`src/shared/scan_cfg_pkg.sv`:
```
// Constants and helpers shared by both ends of the converter setup link.
// Notes on behaviour
// RULE1 - Select code 10100 writes the upper-channel mask.
// RULE2 - Upper mask bits 10..3 enable inputs 15..8.
// RULE3 - Select code 10101 writes the lower-channel mask.
// RULE4 - Lower mask bits 10..3 enable inputs 7..0.
// RULE5 - Masks reset to zero; bits 2..0 unused.
// RULE6 - Select code 10110 writes the sequence length.
// RULE7 - Conversions per sequence equal length field plus one.
// RULE8 - Mode write starts; readout begins at first entry.
// RULE9 - Shutdown may be ordered during last readout.
// RULE10 - Host reloads whole pattern to change length.
// RULE11 - Top bit one means configuration word.
// RULE12 - Top bit zero means mode-control word.
// RULE13 - Mid-sequence mode word applies at next frame start.
// RULE14 - Mid-sequence configuration keeps the running scan.
// RULE15 - After mid-sequence configuration, output invalid until mode.
// RULE16 - Sixteen bits, top first, acted on at frame end.
// RULE17 - Unknown select codes are ignored.
`default_nettype none
package scan_cfg_pkg;
  localparam int WORD_W = 16;
  localparam int KIND_BIT = 15;
  localparam int CODE_HI = 15;
  localparam int CODE_LO = 11;
  localparam int FIELD_HI = 10;
  localparam int FIELD_LO = 3;
  localparam logic [4:0] UPPER_MASK_CODE = 5'h14;
  localparam logic [4:0] LOWER_MASK_CODE = 5'h15;
  localparam logic [4:0] SEQUENCE_CODE = 5'h16;
  localparam logic [7:0] MASK_RESET = 8'h00;
  localparam logic [7:0] LENGTH_RESET = 8'h00;
  localparam int MODE_START_BIT = 14;
  localparam int MODE_SHUTDOWN_BIT = 13;
  localparam logic [4:0] BITS_PER_WORD = 5'h10;
  // Serial clock half period, made by the host from its own clock.
  localparam int CLK_PERIOD_NS = 4;
  localparam int SCLK_HALF_NS = 32;
  localparam int SCLK_HALF_CYC = (SCLK_HALF_NS + CLK_PERIOD_NS - 1) / CLK_PERIOD_NS;
  localparam logic [3:0] HALF_LAST = 4'(SCLK_HALF_CYC - 1);
  // Host register byte offsets and status bit positions.
  localparam logic [3:0] TX_OFFSET = 4'h0;
  localparam logic [3:0] STATUS_OFFSET = 4'h4;
  localparam logic [3:0] RX_OFFSET = 4'h8;
  localparam int STATUS_BUSY_BIT = 0;
  localparam int STATUS_RX_BIT = 1;

  function automatic logic [4:0] word_code(input logic [15:0] w);
    word_code = w[CODE_HI:CODE_LO];
  endfunction : word_code

  function automatic logic [7:0] word_field(input logic [15:0] w);
    word_field = w[FIELD_HI:FIELD_LO];
  endfunction : word_field
endpackage : scan_cfg_pkg
`default_nettype wire

```
`src/shared/scan_link_if.sv`:
```
// Serial link between the host controller and the converter setup logic.
`timescale 1ns/1ps
`default_nettype none
interface scan_link_if;
  logic sclk;
  logic cs_n;
  logic din;
  logic dout;
  modport host (output sclk, output cs_n, output din, input dout);
  modport dev (input sclk, input cs_n, input din, output dout);
endinterface : scan_link_if
`default_nettype wire

```
`src/rtl/scan_cfg_device.sv`:
```
// Converter end: word decode, scan masks, sequence length and sequencing.
//
// Decided for this implementation: the Avalon-MM slave port and the address map.
`timescale 1ns/1ps
`default_nettype none
module scan_cfg_device (
  input wire logic clock, // System clock.
  input wire logic rstn, // Asynchronous reset, active low.
  scan_link_if.dev link, // Serial link from the host.
  output logic conv_req, // One-cycle request for one conversion.
  output logic [3:0] conv_chan, // Input channel of the requested conversion.
  input wire logic [15:0] conv_result, // Result word, same clock, ready at request.
  output logic [7:0] upper_mask, // Stored enables for inputs 15..8.
  output logic [7:0] lower_mask, // Stored enables for inputs 7..0.
  output logic [7:0] sequence_length_field, // Stored length field.
  output logic seq_busy, // High while a sequence runs.
  output logic out_invalid, // High while output data is not valid.
  output logic shutdown // High while in automatic shutdown.
);
  // Link synchronisers; only stage two and three feed logic.
  logic sclk_s1_q, sclk_s2_q, sclk_s3_q;
  logic cs_s1_q, cs_s2_q, cs_s3_q;
  logic din_s1_q, din_s2_q;
  logic [15:0] rx_q;
  logic [4:0] bit_cnt_q;
  logic [15:0] tx_q;
  logic [7:0] upper_q, lower_q, length_q;
  logic [15:0] act_mask_q;
  logic [8:0] act_total_q;
  logic [8:0] done_q;
  logic [3:0] chan_q;
  logic busy_q, invalid_q, shutdown_q, arm_q;
  logic pend_q, pend_start_q, pend_shdn_q;
  logic conv_req_q;

  // Next enabled channel after cur, searching upward with wrap.
  function automatic logic [3:0] next_chan(input logic [15:0] mask, input logic [3:0] cur);
    logic [3:0] idx;
    next_chan = cur;
    for (int i = 16; i >= 1; i--) begin
      idx = 4'(cur + 4'(i));
      if (mask[idx]) begin
        next_chan = idx;
      end
    end
  endfunction : next_chan

  always_ff @(posedge clock or negedge rstn) begin
    if (!rstn) begin
      {sclk_s1_q, sclk_s2_q, sclk_s3_q} <= 3'h0;
      {cs_s1_q, cs_s2_q, cs_s3_q} <= 3'h7;
      {din_s1_q, din_s2_q} <= 2'h0;
    end else begin
      {sclk_s1_q, sclk_s2_q, sclk_s3_q} <= {link.sclk, sclk_s1_q, sclk_s2_q};
      {cs_s1_q, cs_s2_q, cs_s3_q} <= {link.cs_n, cs_s1_q, cs_s2_q};
      {din_s1_q, din_s2_q} <= {link.din, din_s1_q};
    end
  end

  // Edge detection on the synchronised link signals.
  wire sclk_rise = sclk_s2_q & ~sclk_s3_q;
  wire sclk_fall = ~sclk_s2_q & sclk_s3_q;
  wire cs_fall = ~cs_s2_q & cs_s3_q;
  wire cs_rise = cs_s2_q & ~cs_s3_q;
  wire in_frame = ~cs_s2_q;

  // RULE16 whole word check
  wire frame_done = cs_rise & (bit_cnt_q == scan_cfg_pkg::BITS_PER_WORD);
  // RULE11 configuration kind
  wire is_cfg = frame_done & rx_q[scan_cfg_pkg::KIND_BIT];
  // RULE12 mode-control kind
  wire is_mode = frame_done & ~rx_q[scan_cfg_pkg::KIND_BIT];
  wire [4:0] code = scan_cfg_pkg::word_code(rx_q);
  wire [7:0] field = scan_cfg_pkg::word_field(rx_q);
  // RULE1 upper mask select
  wire wr_upper = is_cfg & (code == scan_cfg_pkg::UPPER_MASK_CODE);
  // RULE3 lower mask select
  wire wr_lower = is_cfg & (code == scan_cfg_pkg::LOWER_MASK_CODE);
  // RULE6 length select
  wire wr_length = is_cfg & (code == scan_cfg_pkg::SEQUENCE_CODE);
  wire mode_start = rx_q[scan_cfg_pkg::MODE_START_BIT];
  wire mode_shdn = rx_q[scan_cfg_pkg::MODE_SHUTDOWN_BIT];

  // RULE2 upper enables map to inputs 15..8
  // RULE4 lower enables map to inputs 7..0
  wire [15:0] live_mask = {upper_q, lower_q};
  // A start with no channel enabled has nothing to scan and is dropped.
  wire starting = cs_fall & pend_q & pend_start_q & (live_mask != 16'h0000);
  wire last_frame = busy_q & (done_q == act_total_q);
  // RULE14 continue with the latched scan
  wire converting = starting | (cs_fall & busy_q & ~pend_q & (done_q != act_total_q));
  wire [15:0] use_mask = starting ? live_mask : act_mask_q;
  wire [3:0] use_from = starting ? 4'hf : chan_q;
  wire [3:0] new_chan = next_chan(use_mask, use_from);

  // Serial input: sample on rising serial clock, count to sixteen.
  always_ff @(posedge clock or negedge rstn) begin
    if (!rstn) begin
      rx_q <= 16'h0000;
      bit_cnt_q <= 5'h00;
    end else if (cs_fall) begin
      bit_cnt_q <= 5'h00;
    end else if (in_frame & sclk_rise) begin
      // RULE16 top bit first
      rx_q <= {rx_q[14:0], din_s2_q};
      if (bit_cnt_q != scan_cfg_pkg::BITS_PER_WORD) begin
        bit_cnt_q <= 5'(bit_cnt_q + 5'h01);
      end
    end
  end

  // Setup registers; any other code leaves them alone.
  always_ff @(posedge clock or negedge rstn) begin
    if (!rstn) begin
      // RULE5 channels start disabled
      upper_q <= scan_cfg_pkg::MASK_RESET;
      lower_q <= scan_cfg_pkg::MASK_RESET;
      length_q <= scan_cfg_pkg::LENGTH_RESET;
    end else begin
      // RULE17 unknown codes fall through
      if (wr_upper) begin
        upper_q <= field;
      end
      if (wr_lower) begin
        lower_q <= field;
      end
      if (wr_length) begin
        length_q <= field;
      end
    end
  end

  // Mode words other than a bare shutdown wait for the next frame start, even when idle.
  always_ff @(posedge clock or negedge rstn) begin
    if (!rstn) begin
      pend_q <= 1'b0;
      pend_start_q <= 1'b0;
      pend_shdn_q <= 1'b0;
    end else if (is_mode & (mode_start | ~mode_shdn)) begin
      // RULE13 defer to next frame start
      pend_q <= 1'b1;
      pend_start_q <= mode_start;
      pend_shdn_q <= mode_shdn;
    end else if (cs_fall) begin
      pend_q <= 1'b0;
    end
  end

  // Sequence state: latched scan copy, progress and current channel.
  always_ff @(posedge clock or negedge rstn) begin
    if (!rstn) begin
      busy_q <= 1'b0;
      act_mask_q <= 16'h0000;
      act_total_q <= 9'h000;
      done_q <= 9'h000;
      chan_q <= 4'h0;
      arm_q <= 1'b0;
    end else begin
      if (starting) begin
        // RULE8 begin at the first entry
        busy_q <= 1'b1;
        act_mask_q <= live_mask;
        // RULE7 length field plus one
        act_total_q <= 9'(length_q) + 9'h001;
        done_q <= 9'h001;
        chan_q <= new_chan;
        arm_q <= pend_shdn_q;
      end else if (cs_fall & pend_q) begin
        busy_q <= 1'b0;
        arm_q <= 1'b0;
      end else if (converting) begin
        done_q <= 9'(done_q + 9'h001);
        chan_q <= new_chan;
      end else if (cs_rise & last_frame) begin
        busy_q <= 1'b0;
      end
    end
  end

  // Shutdown: armed by the start word or ordered while idle or during the last readout.
  always_ff @(posedge clock or negedge rstn) begin
    if (!rstn) begin
      shutdown_q <= 1'b0;
    end else if (starting) begin
      shutdown_q <= 1'b0;
    end else if (cs_rise & last_frame & arm_q) begin
      shutdown_q <= 1'b1;
    end else if (is_mode & mode_shdn & ~mode_start & (~busy_q | last_frame)) begin
      // RULE9 shutdown at last readout
      shutdown_q <= 1'b1;
    end
  end

  // Output validity after a configuration word inside a sequence.
  always_ff @(posedge clock or negedge rstn) begin
    if (!rstn) begin
      invalid_q <= 1'b0;
    end else if (is_mode) begin
      invalid_q <= 1'b0;
    end else if (is_cfg & busy_q) begin
      // RULE15 mark later frames invalid
      invalid_q <= 1'b1;
    end
  end

  // Output shifter: loaded at frame start, shifted on falling serial clock.
  always_ff @(posedge clock or negedge rstn) begin
    if (!rstn) begin
      tx_q <= 16'h0000;
      conv_req_q <= 1'b0;
    end else begin
      conv_req_q <= converting;
      if (cs_fall) begin
        tx_q <= 16'h0000;
      end else if (conv_req_q) begin
        tx_q <= conv_result;
      end else if (in_frame & sclk_fall) begin
        tx_q <= {tx_q[14:0], 1'b0};
      end
    end
  end

  // The pin drives zero while data is marked invalid.
  assign link.dout = tx_q[15] & ~invalid_q;
  assign conv_req = conv_req_q;
  assign conv_chan = chan_q;
  assign upper_mask = upper_q;
  assign lower_mask = lower_q;
  assign sequence_length_field = length_q;
  assign seq_busy = busy_q;
  assign out_invalid = invalid_q;
  assign shutdown = shutdown_q;
endmodule : scan_cfg_device
`default_nettype wire

```
`src/flat_wrapper.sv`:
```
// flat-port wrapper written by rule: the top's interface ports become plain ports
module scan_cfg_device_flat 
  (clock, rstn, conv_req, conv_chan, conv_result, upper_mask, lower_mask, sequence_length_field, seq_busy, out_invalid, shutdown, link_sclk, link_cs_n, link_din, link_dout);
  scan_link_if link_i ();
  input wire logic clock;
  input wire logic rstn;
  output logic conv_req;
  output logic [3:0] conv_chan;
  input wire logic [15:0] conv_result;
  output logic [7:0] upper_mask;
  output logic [7:0] lower_mask;
  output logic [7:0] sequence_length_field;
  output logic seq_busy;
  output logic out_invalid;
  output logic shutdown;
  input wire logic [$bits(link_i.sclk)-1:0] link_sclk;
  input wire logic [$bits(link_i.cs_n)-1:0] link_cs_n;
  input wire logic [$bits(link_i.din)-1:0] link_din;
  output wire logic [$bits(link_i.dout)-1:0] link_dout;
  assign link_i.sclk = link_sclk;
  assign link_i.cs_n = link_cs_n;
  assign link_i.din = link_din;
  assign link_dout = link_i.dout;
  scan_cfg_device u_core (.clock(clock), .rstn(rstn), .link(link_i), .conv_req(conv_req), .conv_chan(conv_chan), .conv_result(conv_result), .upper_mask(upper_mask), .lower_mask(lower_mask), .sequence_length_field(sequence_length_field), .seq_busy(seq_busy), .out_invalid(out_invalid), .shutdown(shutdown));
endmodule
```
`config.mk`:
```
export PLATFORM = sky130hd
export DESIGN_NAME = scan_cfg_device_flat
export DESIGN_NICKNAME = d
export VERILOG_FILES = /design/src/shared/scan_cfg_pkg.sv /design/src/shared/scan_link_if.sv /design/src/rtl/scan_cfg_device.sv /design/src/flat_wrapper.sv
export SDC_FILE = /design/constraint.sdc
export NUM_CORES = 1
export LEC_CHECK = 0
export BUFFER_PORTS_ARGS = -buffer_cell sky130_fd_sc_hd__buf_2
export CAP_MARGIN = 10
export CORE_MARGIN = 2
export CORE_UTILIZATION = 50
export CTS_BUF_LIST = sky130_fd_sc_hd__clkbuf_4 sky130_fd_sc_hd__clkbuf_8 sky130_fd_sc_hd__clkbuf_16
export DETAILED_ROUTE_END_ITERATION = 6
export PLACE_DENSITY = 0.72
export SYNTH_ARGS = -nofsm -noshare
export SYNTH_HDL_FRONTEND = slang
export SYNTH_SLANG_ARGS = --single-unit
```
`constraint.sdc`:
```
create_clock -name clock -period 10.2 [get_ports clock]
set_input_delay 1.02 -clock clock [delete_from_list [all_inputs] [get_ports clock]]
set_output_delay 1.02 -clock clock [all_outputs]
set_load 0.05 [all_outputs]
```
==> run summary <==
highest clock frequency the design can meet: 199 MHz
number of synthesized register bits: 115
CTS tree: done
first element of the critical path: u_core.lower_mask[2]$_DFFE_PN0P_
average vias per placed instance: 6.39
area share of the largest cell type after synthesis: 38.7%
max-cap violations: 0
final std cell area, no fill: 0.00822 mm2
total vias in the final route: 6281
height of the die: 124 um
wire length of the first global-routing pass: 33600 um
standard cell area after detailed placement: 0.00764 mm2
Clock Tree Buf Depth: 2
highest-count cells in the layout ignoring fill and taps: nand2_1, dfrtp_1, nor2_1, buf_2, mux2_2
R2R setup slack: 5.17 ns
cts bufs inserted: 17
share of flip-flops with an asynchronous set or reset: 100%
synthesized net count: 776
Final Critical Period: 5.03 ns
portion of the post-synthesis area used by sequential elements: 39.8%
headroom to the max-slew limit: 18.0%
worst path cell trace: nor4_1, nand4_1, nand2_2, nand2_1, ha_1, xnor2_4, mux2i_1, o21ai_0, a2111oi_1, o32a_1, o2111ai_1, a311o_1, a41o_1, a21oi_2
Detail Placement HPWL: 14900 um
Critical Setup Path Class: flip-flop to flip-flop
clock latency on the worst-skew pair: 0.41 ns
final total negative setup slack: 0 ns
Bufs and invs on worst path: 0
met3 track utilization from global routing: 7.95%
mean post-synth cell area: 9.66 um2
Post-Synthesis Cells: 750
RSZ-0062 raised after global routing: false
number of violations reported at the end of detailed-routing iteration 0: 756
Clock Root Buffer: clkbuf_16
synthesis-to-layout area growth: 13.4%
buffers inserted during post-CTS setup optimization: 0
data required time of the critical path: 10.53 ns
slew of the pin with the lowest slew margin: 1.22 ns
clk slew on worst S/H paths: 0.06 ns
gr ovfl total: 0
final setup violation count: 0
Most used DFF post-synth: dfrtp_1
number of enable flip-flop cells after synthesis: 0
global placer's final weighted congestion: 1.03
GR Util All Layers: 27.1%
final-report max-slew violation count: 0
number of cells on the worst reg-to-reg path: 14
crit path max fanout: 16
critical path's top delay family: compound AO/OA/AOI/OAI gates
most common library cell in the layout ignoring fill and taps: nand2_1
drt first pass iters: 5
ratio of cells with drive above 1 in the final layout: 22.5%
met1 track utilization from global routing: 36.6%
warnings from Yosys: 0
Fin. Hold Viols: 0
floorplan row count: 43
pin count of the biggest net entering global routing: 80
Reg2Reg Capture Point: u_core.conv_chan[2]$_DFFE_PN0P_
hold_buf cts: 0
Cell Area, Synth: 0.00725 mm2
Setup Skew: 0.0142 ns
type of element launching the critical path: flip-flop
WL final: 21000 um
Hold Crit Class: flip-flop to flip-flop
total clock sinks: 115
core area: 0.0140 mm2
htree depth: 4
worst supply voltage drop on vdd: 0.114 mV
highest-utilization routing layer at the global route stage: met2
endpoint of the worst setup timing path: u_core.conv_chan[2]$_DFFE_PN0P_
most area-consuming cells after synthesis: dfrtp_1, mux2_2, mux2i_1
number of cells on the critical path: 14
post-route fraction of the period consumed by the critical path: 49.3%
number of global-route vias before repair: 6106
Initial Util: 51.6%
biggest area consumer among synthesized cells: dfrtp_1
area enclosed by the die boundary: 0.0155 mm2
cell leakage power: 3.80 nW
routed wirelength normalized by instance count: 21.3 um
Critical Path Max Stage Delay: 0.64 ns
number of ports placed on the die boundary: 54
number of DRC violations after detailed routing: 0
IO Port Bufs: 53
cell with the largest stage delay on the worst path: nand4_1
R2R Path Start: u_core.lower_mask[2]$_DFFE_PN0P_
quantity of gates resized following cts: 0
Worst Path Arrival: 5.36 ns
met2 layer usage reported by global route: 41.0%
status: complete, no violations
number of diodes: 0
die outline width: 124 um
post-route antenna net violation count: 0
nature of the critical path endpoint: flip-flop
Post-layout nets: 816
initial antenna violation count: 0
number of distinct library cells after synthesis: 68
Power Density: 132 mW/mm2
where the power goes:
group	total (mW)	switching, mW	internal [mW]
registers	0.479	0.0113	0.468
logic	0.0324	0.0195	0.0129
clock network	0.573	0.232	0.341
Yosys cell counts, types with 3 or more instances:
cell type,number
nand2_1,124
dfrtp_1,112
nor2_1,55
mux2_2,51
mux2i_1,47
o21ai_0,45
xor2_1,29
a21oi_1,23
nand3_1,21
o31ai_1,20
clkbuf_1,19
mux4_2,17
inv_1,15
buf_2,13
nor3_1,13
xnor2_1,13
buf_1,8
nand4_1,8
nor4_1,8
nor2b_1,7
o211ai_1,7
a31oi_1,5
and3_1,5
ha_1,5
a211oi_1,4
o221ai_1,4
a221oi_1,3
a22oi_1,3
a31o_2,3
and4_1,3
dfstp_2,3
o2111ai_1,3
o21a_1,3
o22ai_1,3
o311a_1,3
how the worst min path moves through the flow:
stage / start / endpoint / cells after the start
2_1_floorplan: u_core.din_s1_q$_DFF_PN0_ / u_core.din_s2_q$_DFF_PN0_ / 0
3_3_place_gp: u_core.sclk_s1_q$_DFF_PN0_ / u_core.sclk_s2_q$_DFF_PN0_ / 0
3_5_place_dp: u_core.din_s1_q$_DFF_PN0_ / u_core.din_s2_q$_DFF_PN0_ / 0
4_1_cts: u_core.din_s1_q$_DFF_PN0_ / u_core.din_s2_q$_DFF_PN0_ / 0
5_1_grt: u_core.din_s1_q$_DFF_PN0_ / u_core.din_s2_q$_DFF_PN0_ / 0
6_report: u_core.din_s1_q$_DFF_PN0_ / u_core.din_s2_q$_DFF_PN0_ / 0
worst reg2reg max path: cells and delay by family, from the launching register on:
family	cells	cell delay, ns
flip-flops	1	0.46
AO/OA/AOI/OAI	7	1.88
adder cells (fa/ha/maj)	1	0.49
XOR/XNOR	1	0.39
AND/OR/NAND/NOR	4	1.45
multiplexers	1	0.28
metrics by stage:
stage                     power, mW  setup slack [ns]  util [%]  cells  hold WS (ns)
after floorplan               0.499              5.40         -    750         0.331
after global placement        0.518              5.33      54.4    951         0.332
after detailed placement      0.520              5.35      54.4    951         0.338
after CTS                      1.10              5.27      58.5    983         0.348
after global routing           1.12              4.77      58.5    983         0.349
final                          1.09              5.17      58.5    983         0.344
registers in the layout, indices dropped and copies added (netlist names), 4 cells and up:
register / count
u_core.done_q: 9
u_core.sequence_length_field: 8
u_core.lower_mask: 8
u_core.act_total_q: 9
u_core.upper_mask: 8
u_core.conv_chan: 4
u_core.rx_q: 16
u_core.bit_cnt_q: 5
u_core.tx_q: 16
u_core.act_mask_q: 16
per-layer routing:
layer / wire length, um / part of all wire [%] / vias to the layer above
li1: - / - / 2825
met1: 8530 / 41 / 3046
met2: 9660 / 46 / 349
met3: 2060 / 9.8 / 61
met4: 707 / 3.4 / 0
met5: 0 / 0 / -
cell type report:
type	instances	area (um2)
Clock buffer	17	425
Clock inverter	15	148
Fill cell	1165	5830
Inverter	16	60.1
Multi-Input combinational cell	576	4130
Sequential cell	115	2880
Tap cell	180	225
Timing Repair Buffer	64	350
logic make-up after synthesis:
kind of cell    Yosys count  share of synthesized area [%]
mux                     117                           20.1
simple gates            255                           15.5
flops                   115                           39.8
fa+ha+maj                 5                          0.863
compound gates          156                           14.8
buf+inv                  59                           3.49
xor+xnor                 43                           5.46
Note: power is estimated with default switching activity, not from simulation.
